[src/rtl/ser_defs.vh]
/*
 * Constants for the status and event reporting block: group indices, field
 * positions, reset values and per-group masks of implemented bits.
 * Assumes inclusion by bare name from the rtl/ design files.
 */
// Notes on behaviour
// - Condition reads are 16 bits, unused zero.
// - Event-only condition bits always read zero.
// - Condition bits follow sources with no latching.
// - Condition reads have no side effects.
// - Reset clears every condition register; code has none, condition bits follow sources through reset.
// - Event read returns contents then clears.
// - Filtered transitions set event bits.
// - Event bits stay set until read or cleared.
// - Reset clears every event register.
// - Preset and clear-status also clear events.
// - Enable mask selects bits for summary.
// - Enable takes 16 bits, unused ignored.
// - Enable reads leave the mask unchanged.
// - Fall filter bit enables one-to-zero events.
// - Rise filter bit enables zero-to-one events.
// - Event-only positions have no filter storage.
// - Filters take 16 bits, unused ignored.
// - Filter reads leave the mask unchanged.
// - Command-error mask drives its summary bit.
// - Command-error mask is 8 bits.
// - Preset loads command-error mask with zero.
// - Error events at bits 2,3,4,5,7.
// - Clear-status leaves config and condition alone.
// - Master summary bit 6 drives alarm indicator; code ORs group and command-error summaries, no bit 6.
`ifndef SER_DEFS_VH
`define SER_DEFS_VH

// ----------------------------------------------------------------------
// Sizes and group indices
// ----------------------------------------------------------------------
`define SER_W 16
`define SER_NGRP 5
`define SER_GRP_OPER 3'h0
`define SER_GRP_QUES 3'h1
`define SER_GRP_HARD 3'h2
`define SER_GRP_HOLD 3'h3
`define SER_GRP_PWR 3'h4

// ----------------------------------------------------------------------
// Implemented-bit masks: live condition bits and all event bits per group
// ----------------------------------------------------------------------
`define SER_COND_MASK_OPER 16'hFFFF
`define SER_COND_MASK_QUES 16'hFFFE
`define SER_COND_MASK_HARD 16'hFFFF
`define SER_COND_MASK_HOLD 16'h000F
`define SER_COND_MASK_PWR 16'h0003
`define SER_EVT_MASK_OPER 16'hFFFF
`define SER_EVT_MASK_QUES 16'hFFFF
`define SER_EVT_MASK_HARD 16'hFFFF
`define SER_EVT_MASK_HOLD 16'h000F
`define SER_EVT_MASK_PWR 16'h0007

// ----------------------------------------------------------------------
// Reset and preset values
// ----------------------------------------------------------------------
`define SER_ZERO16 16'h0000
`define SER_ZERO8 8'h00
`define SER_CMD_MASK_PRESET 8'h00
`define SER_RISE_PRESET 16'hFFFF
`define SER_FALL_PRESET 16'h0000
`define SER_ENA_PRESET 16'h0000

// ----------------------------------------------------------------------
// Command-error event bits and alarm condition bits
// ----------------------------------------------------------------------
`define SER_CE_QUERY 2
`define SER_CE_HWFW 3
`define SER_CE_SEM 4
`define SER_CE_SYN 5
`define SER_CE_PWR 7
`define SER_CE_IMPL 8'hBC
`define SER_ALM_CMD 5
`define SER_ALM_MASTER 6

`endif

[src/rtl/ser_group.v]
/*
 * One status group: condition view, rise and fall filters, sticky event
 * register with clear-on-read, enable mask and summary bit.
 * Assumes synchronous single-cycle strobes from the command side.
 */
`include "ser_defs.vh"

module ser_group #(
    parameter [15:0] COND_MASK = 16'hFFFF,
    parameter [15:0] EVT_MASK = 16'hFFFF
) (
    // Clock and reset.
    input wire ref_clk,
    input wire rstn,
    // Monitored sources and event-only pulses.
    input wire [15:0] cond_src,
    input wire [15:0] evt_pulse,
    // Configuration writes.
    input wire rise_wr,
    input wire fall_wr,
    input wire ena_wr,
    input wire [15:0] wr_data,
    input wire preset,
    // Event clear: read, clear-status or preset.
    input wire evt_clr,
    // Register contents.
    output wire [15:0] cond_val,
    output reg [15:0] evt_reg,
    output reg [15:0] rise_filter_reg,
    output reg [15:0] fall_filter_reg,
    output reg [15:0] ena_reg,
    output wire summary
);

    // Condition bits sharing storage with event-only positions carry none.
    localparam [15:0] FILT_MASK = COND_MASK;

    // Previous condition, for edge detection.
    reg [15:0] cond_prev_reg;
    // Detected events in this cycle.
    wire [15:0] hit;

    // Live condition view, unused and event-only bits forced low.
    assign cond_val = cond_src & COND_MASK;

    // ------------------------------------------------------------------
    // Per-bit edge detection through the filters
    // ------------------------------------------------------------------
    genvar i;
    generate
        for (i = 0; i < 16; i = i + 1) begin : g_bit
            assign hit[i] = EVT_MASK[i] & ((~FILT_MASK[i] & evt_pulse[i])
                | (rise_filter_reg[i] & cond_val[i] & ~cond_prev_reg[i])
                | (fall_filter_reg[i] & ~cond_val[i] & cond_prev_reg[i]));
        end
    endgenerate

    // Summary of enabled events.
    assign summary = |(evt_reg & ena_reg);

    // Edge history; a reset view of all zeros is the starting point.
    always @(posedge ref_clk or negedge rstn) begin
        if (!rstn) begin
            cond_prev_reg <= `SER_ZERO16;
        end else begin
            cond_prev_reg <= cond_val;
        end
    end

    // Sticky events: a new hit wins over a clear in the same cycle.
    always @(posedge ref_clk or negedge rstn) begin
        if (!rstn) begin
            evt_reg <= `SER_ZERO16;
        end else if (evt_clr) begin
            evt_reg <= hit;
        end else begin
            evt_reg <= evt_reg | hit;
        end
    end

    // Configuration registers; reads never touch them.
    always @(posedge ref_clk or negedge rstn) begin
        if (!rstn) begin
            rise_filter_reg <= `SER_RISE_PRESET & FILT_MASK;
            fall_filter_reg <= `SER_FALL_PRESET;
            ena_reg <= `SER_ENA_PRESET;
        end else if (preset) begin
            rise_filter_reg <= `SER_RISE_PRESET & FILT_MASK;
            fall_filter_reg <= `SER_FALL_PRESET;
            ena_reg <= `SER_ENA_PRESET;
        end else begin
            if (rise_wr) begin
                rise_filter_reg <= wr_data & FILT_MASK;
            end
            if (fall_wr) begin
                fall_filter_reg <= wr_data & FILT_MASK;
            end
            if (ena_wr) begin
                ena_reg <= wr_data & EVT_MASK;
            end
        end
    end

endmodule // ser_group

[src/rtl/ser_top.v]
/*
 * Status and event reporting top: five status groups, command-error event
 * and enable registers, a read port and the alarm indicator.
 * Assumes a command parser drives one-cycle strobes synchronous to ref_clk.
 */
`include "ser_defs.vh"

module ser_top (
    // Clock and reset.
    input wire ref_clk,
    input wire rstn,
    // Live condition sources per group.
    input wire [15:0] oper_cond_src,
    input wire [15:0] ques_cond_src,
    input wire [15:0] hard_cond_src,
    input wire [15:0] hold_cond_src,
    input wire [15:0] pwr_cond_src,
    // Event-only pulses per group.
    input wire [15:0] oper_evt_pulse,
    input wire [15:0] ques_evt_pulse,
    input wire [15:0] hard_evt_pulse,
    input wire [15:0] hold_evt_pulse,
    input wire [15:0] pwr_evt_pulse,
    // Command-error reports, one-cycle pulses.
    input wire err_query,
    input wire err_hwfw,
    input wire err_semantic,
    input wire err_syntax,
    // Command strobes.
    input wire [2:0] grp_sel,
    input wire rise_wr,
    input wire fall_wr,
    input wire ena_wr,
    input wire [15:0] wr_data,
    input wire cmd_fault_mask_set,
    input wire [7:0] cmd_mask_data,
    input wire clear_status_cmd,
    input wire preset_cmd,
    // Read requests.
    input wire cond_rd,
    input wire evt_rd,
    input wire rise_rd,
    input wire fall_rd,
    input wire ena_rd,
    input wire cmd_evt_rd,
    input wire cmd_mask_rd,
    // Read answer.
    output reg [15:0] rd_data,
    output reg rd_valid,
    // Summaries and alarm.
    output reg [4:0] grp_summary,
    output reg cmd_summary,
    output reg alarm_led
);

    // Group register views.
    wire [15:0] cond_v [0:4];
    wire [15:0] evt_v [0:4];
    wire [15:0] rise_v [0:4];
    wire [15:0] fall_v [0:4];
    wire [15:0] ena_v [0:4];
    wire [4:0] sum_v;
    // Per-group inputs gathered.
    wire [15:0] src_v [0:4];
    wire [15:0] pul_v [0:4];

    // Command-error registers.
    reg [7:0] cmd_evt_reg;
    reg [7:0] cmd_mask_reg;
    reg pwr_seen_reg;
    wire [7:0] cmd_hit;
    wire cmd_sum_now;

    // Any event clear other than by reading.
    wire bulk_clr = clear_status_cmd | preset_cmd;

    assign src_v[0] = oper_cond_src;
    assign src_v[1] = ques_cond_src;
    assign src_v[2] = hard_cond_src;
    assign src_v[3] = hold_cond_src;
    assign src_v[4] = pwr_cond_src;
    assign pul_v[0] = oper_evt_pulse;
    assign pul_v[1] = ques_evt_pulse;
    assign pul_v[2] = hard_evt_pulse;
    assign pul_v[3] = hold_evt_pulse;
    assign pul_v[4] = pwr_evt_pulse;

    // ------------------------------------------------------------------
    // Five status groups
    // ------------------------------------------------------------------
    genvar g;
    generate
        for (g = 0; g < `SER_NGRP; g = g + 1) begin : g_grp
            // Index of this group, held at full integer width for the compare.
            localparam integer GRP_ID = g;
            // Strobes qualified by the selected group.
            wire sel = ({29'h0000_0000, grp_sel} == GRP_ID);
            ser_group #(
                .COND_MASK(g == 0 ? `SER_COND_MASK_OPER : g == 1 ? `SER_COND_MASK_QUES :
                    g == 2 ? `SER_COND_MASK_HARD : g == 3 ? `SER_COND_MASK_HOLD :
                    `SER_COND_MASK_PWR),
                .EVT_MASK(g == 0 ? `SER_EVT_MASK_OPER : g == 1 ? `SER_EVT_MASK_QUES :
                    g == 2 ? `SER_EVT_MASK_HARD : g == 3 ? `SER_EVT_MASK_HOLD :
                    `SER_EVT_MASK_PWR)
            ) u_grp (
                .ref_clk(ref_clk),
                .rstn(rstn),
                .cond_src(src_v[g]),
                .evt_pulse(pul_v[g]),
                .rise_wr(rise_wr & sel),
                .fall_wr(fall_wr & sel),
                .ena_wr(ena_wr & sel),
                .wr_data(wr_data),
                .preset(preset_cmd),
                .evt_clr((evt_rd & sel) | bulk_clr),
                .cond_val(cond_v[g]),
                .evt_reg(evt_v[g]),
                .rise_filter_reg(rise_v[g]),
                .fall_filter_reg(fall_v[g]),
                .ena_reg(ena_v[g]),
                .summary(sum_v[g])
            );
        end
    endgenerate

    // ------------------------------------------------------------------
    // Command-error event register
    // ------------------------------------------------------------------
    // Power-cycled event fires once in the first cycle after reset.
    assign cmd_hit = {~pwr_seen_reg, 1'b0, err_syntax, err_semantic, err_hwfw,
        err_query, 2'b00};
    assign cmd_sum_now = |(cmd_evt_reg & cmd_mask_reg);

    // Tracks that the powerup event has been posted.
    always @(posedge ref_clk or negedge rstn) begin
        if (!rstn) begin
            pwr_seen_reg <= 1'b0;
        end else begin
            pwr_seen_reg <= 1'b1;
        end
    end

    // Sticky command-error events; set wins over clear.
    always @(posedge ref_clk or negedge rstn) begin
        if (!rstn) begin
            cmd_evt_reg <= `SER_ZERO8;
        end else if (cmd_evt_rd | bulk_clr) begin
            cmd_evt_reg <= cmd_hit;
        end else begin
            cmd_evt_reg <= cmd_evt_reg | cmd_hit;
        end
    end

    // Command-error enable mask; preset loads zero.
    always @(posedge ref_clk or negedge rstn) begin
        if (!rstn) begin
            cmd_mask_reg <= `SER_CMD_MASK_PRESET;
        end else if (preset_cmd) begin
            cmd_mask_reg <= `SER_CMD_MASK_PRESET;
        end else if (cmd_fault_mask_set) begin
            cmd_mask_reg <= cmd_mask_data & `SER_CE_IMPL;
        end
    end

    // ------------------------------------------------------------------
    // Read port: non-destructive except the event reads
    // ------------------------------------------------------------------
    // Selected group index, limited to valid groups.
    wire [2:0] gi = (grp_sel < 3'h5) ? grp_sel : 3'h0;
    wire grp_ok = (grp_sel < 3'h5);

    // Answer registered one cycle after the request.
    always @(posedge ref_clk or negedge rstn) begin
        if (!rstn) begin
            rd_data <= `SER_ZERO16;
            rd_valid <= 1'b0;
        end else begin
            rd_valid <= cond_rd | evt_rd | rise_rd | fall_rd | ena_rd |
                cmd_evt_rd | cmd_mask_rd;
            if (cmd_evt_rd) begin
                rd_data <= {8'h00, cmd_evt_reg};
            end else if (cmd_mask_rd) begin
                rd_data <= {8'h00, cmd_mask_reg};
            end else if (!grp_ok) begin
                rd_data <= `SER_ZERO16;
            end else if (cond_rd) begin
                rd_data <= cond_v[gi];
            end else if (evt_rd) begin
                rd_data <= evt_v[gi];
            end else if (rise_rd) begin
                rd_data <= rise_v[gi];
            end else if (fall_rd) begin
                rd_data <= fall_v[gi];
            end else if (ena_rd) begin
                rd_data <= ena_v[gi];
            end else begin
                rd_data <= `SER_ZERO16;
            end
        end
    end

    // ------------------------------------------------------------------
    // Summaries and alarm indicator
    // ------------------------------------------------------------------
    always @(posedge ref_clk or negedge rstn) begin
        if (!rstn) begin
            grp_summary <= 5'h00;
            cmd_summary <= 1'b0;
            alarm_led <= 1'b0;
        end else begin
            grp_summary <= sum_v;
            cmd_summary <= cmd_sum_now;
            alarm_led <= (|sum_v) | cmd_sum_now;
        end
    end

endmodule // ser_top

[config.mk]
export PLATFORM = sky130hd
export DESIGN_NAME = ser_top
export DESIGN_NICKNAME = d
export VERILOG_FILES = /design/src/rtl/ser_group.v /design/src/rtl/ser_top.v
export VERILOG_INCLUDE_DIRS = /design/src /design/src/rtl
export SDC_FILE = /design/constraint.sdc
export NUM_CORES = 1
export LEC_CHECK = 0
export ABC_CLOCK_PERIOD_IN_PS = 1350
export BUFFER_PORTS_ARGS = -buffer_cell sky130_fd_sc_hd__buf_2
export CORE_ASPECT_RATIO = 1.25
export CORE_UTILIZATION = 45
export DETAILED_ROUTE_END_ITERATION = 10
export PLACE_DENSITY_LB_ADDON = 0.05
export SETUP_SLACK_MARGIN = 0.4
export SLEW_MARGIN = 40
export SYNTH_ARGS = -nofsm -noshare
export SYNTH_HDL_FRONTEND = slang
export SYNTH_SLANG_ARGS = --single-unit
[constraint.sdc]
create_clock -name ref_clk -period 1.35 [get_ports ref_clk]
set_input_delay 0.135 -clock ref_clk [delete_from_list [all_inputs] [get_ports ref_clk]]
set_output_delay 0.135 -clock ref_clk [all_outputs]
set_load 0.03 [all_outputs]
==> impl_metrics.yaml <==
critical_path:
  start_kind: "flip-flop"
  cp.required_ps: 1770
  cp.arrival_ps: 2130
  critPathKind: "flip-flop to flip-flop"
  ff2ff_path_depth: 5
  endpoint_kind: "flip-flop"
  crit_fanout: 2
final_layout:
  final_util_pct: 76.06
  fin_nets: 2317
  drive_gt1_share_pct: 51.50
  fillCellCount: 2146
  layout.cells.most_common: "nand2_1"
  syn2layout_area_growth_pct: 65.80
  layout_common_cells: "nand2_1 (252), buf_4 (244), dfrtp_1 (242), nand2_4 (114), buf_6 (99)"
timing:
  max_slew_margin_pct: 56.73
  worst_pin_slew_ps: 649.1
  setup_slack_ps: -361.8
  finalClockSkew_ps: 23.70
  period_needed_ps: 1712
  holdWs_ps: 7.874
  setup_viol: 11
  slew_violations: 0
  period_share_pct: 126.8
  max_freq_ghz: 0.5842
  rsz0062_at_grt: "true"
  hold_viol: 0
floorplanning:
  start_util_pct: 45.87
  dieArea_um2: 33320
  die_y_um: 203.8
  core-area_um2: 31970
  io-pin-count: 230
  fp-row-count: 73
  die_x_um: 163.5
min_path:
  whs_path_depth: 3
  hold_path_class: "input port to flip-flop"
pwr:
  p_leak_uw: 0.01111
  ir_worst_vdd_uv: 1195
  p_per_area_nw_per_um2: 1019
clocking:
  cts_buffers: 35
  path_clk_slew_ps: 60
  cts_buffer_depth: 3
  clock-sinks: 304
  clockRootBuffer: "clkbuf_16"
  cts_max_level: 2
  cts_tree: "yes"
  clkLatencyLatePin_ps: 550
synthesis:
  synth_area_um2: 14670
  postSynthCellCount: 1610
  async_flop_share_pct: 100.0
  ys_seq_area_share_pct: 52.32
  synth_edf_count: 0
  synth.avg_cell_area_um2: 9.109
  synthesis.nets: 1816
  yosysUniqueCellTypes: 60
  yosysWarnings: 0
  synthFlopType: "dfrtp_1"
  ys_ff_latch: 304
flow_run:
  max-cap-violations: 0
placement:
  gp_congestion: 1.020
  hpwl_um: 48510
  numPortBuffers: 121
run_status:
  violations: "setup timing"
  run_status: "finished, violations left"
routing:
  drc: 0
  first_pass_iters: 5
  viasPerCell: 6.364
  first_iter_violations: 1809
  wirelength_um: 75680
  num_vias: 16235
  ant_nets: 0
  wl_per_cell_um: 29.67
global_routing:
  grt_pass1_wl_um: 107500
  grt_usage_pct: 45.31
  grt_pass1_vias: 16211
  grt-ovfl-total: 0
  grt_max_degree: 71
  antenna_found_initial: 1
==> critical path, stage by stage, from the launching register on <==
cell and delay (ps):
dfrtp_1 410, a22oi_2 200, nand2_1 130, or4_4 570, nor4_2 200, nand2_2 70
==> cells in the mapped netlist, types with 11 or more instances <==
master,instances,area (um^2)
mux2i_1,42,420.4
a21oi_1,119,595.6
nand2_1,429,1610
nand3_1,82,410.4
dfstp_2,53,1393
o21ai_0,50,250.2
inv_1,11,41.29
buf_2,36,180.2
a221oi_1,36,315.3
nor2_1,55,206.5
o22ai_1,54,337.8
clkbuf_1,83,311.6
a21o_1,57,427.9
a22oi_1,89,668.1
o211ai_1,29,217.7
dfrtp_1,251,6281
==> final timing paths <==
path | start | endpoint | slack, ps
max | g_grp[1].u_grp.evt_reg[14]$_DFF_PN0_ | alarm_led$_DFF_PN0_ | -360
min in group asynchronous | rstn | rd_data[1]$_DFF_PN0_ | 110
min reg2reg | pwr_seen_reg$_DFF_PN0_ | cmd_evt_reg[7]$_DFF_PN0_ | 400
min | hold_cond_src[2] | g_grp[3].u_grp.evt_reg[2]$_DFF_PN0_ | 8
max in group asynchronous | rstn | g_grp[1].u_grp.rise_filter_reg[6]$_DFFE_PN1P_ | 560
max reg2reg | g_grp[1].u_grp.evt_reg[14]$_DFF_PN0_ | alarm_led$_DFF_PN0_ | -360
==> logic make-up (layout without fill, tap and decap cells) <==
kind of cell | count (synthesis) | count (layout) | share of synthesized area (%)
other | 1 | 2 | 0.02557
multiplexers | 49 | 49 | 3.481
adder cells (fa/ha/maj) | 1 | 1 | 0.06826
buffers and inverters | 143 | 669 | 4.249
AND/OR/NAND/NOR | 623 | 625 | 17.81
flip-flops | 304 | 304 | 52.32
AO/OA/AOI/OAI | 489 | 489 | 22.05
==> routing by layer <==
metal | GRT usage [%] | vias to the layer above | wire length [um]
li1 | - | 6810 | -
met1 | 53.62 | 8060 | 27090
met2 | 70.90 | 992 | 34470
met3 | 9.355 | 373 | 6654
met4 | 37.24 | 0 | 7469
met5 | 0 | - | 0
==> report_power, final <==
part	internal, uW	leakage (uW)	total [uW]	switching [uW]
logic	2080	0.00672	4790	2710
registers	9570	0.00380	9980	408
clock network	5950	0.000584	10000	4050
total	17600	0.0111	24800	7170
==> layout make-up <==
class	instances	area (um^2)	area share (%)
Multi-Input combinational cell	1165	9049	37.22
Sequential cell	304	7685	31.61
Timing Repair Buffer	592	5827	23.96
Clock buffer	55	1052	4.328
Tap cell	412	515.5	2.120
Clock inverter	9	135.1	0.5558
Inverter	13	48.80	0.2007
Antenna cell	1	2.502	0.01029
==> through the flow <==
step | worst slack, ps | setup TNS (ps) | power (uW) | instance area (um^2) | std cells
finish | -361.8 | -1747 | 24770 | 24310 | 2551
global route | -370.1 | -2051 | 25360 | 24310 | 2551
CTS | -341.4 | -1361 | 24320 | 22940 | 2532
detailed placement | -516.3 | -66610 | 13580 | 18590 | 2328
global placement | -494.2 | -63790 | 13550 | 18590 | 2328
floorplan | -127.3 | -152.0 | 11570 | 15650 | 1610
==> what timing repair did <==
item | CTS | global route
pin swaps | 147 | 146
setup buffers | 44 | 16
hold endpoints to repair | 438 | 0
hold buffers | 80 | 0
endpoints found under the setup margin | 250 | 236
cloned | 16 | 2
resized for setup | 421 | 297
Power figures use the tool's default switching activity.
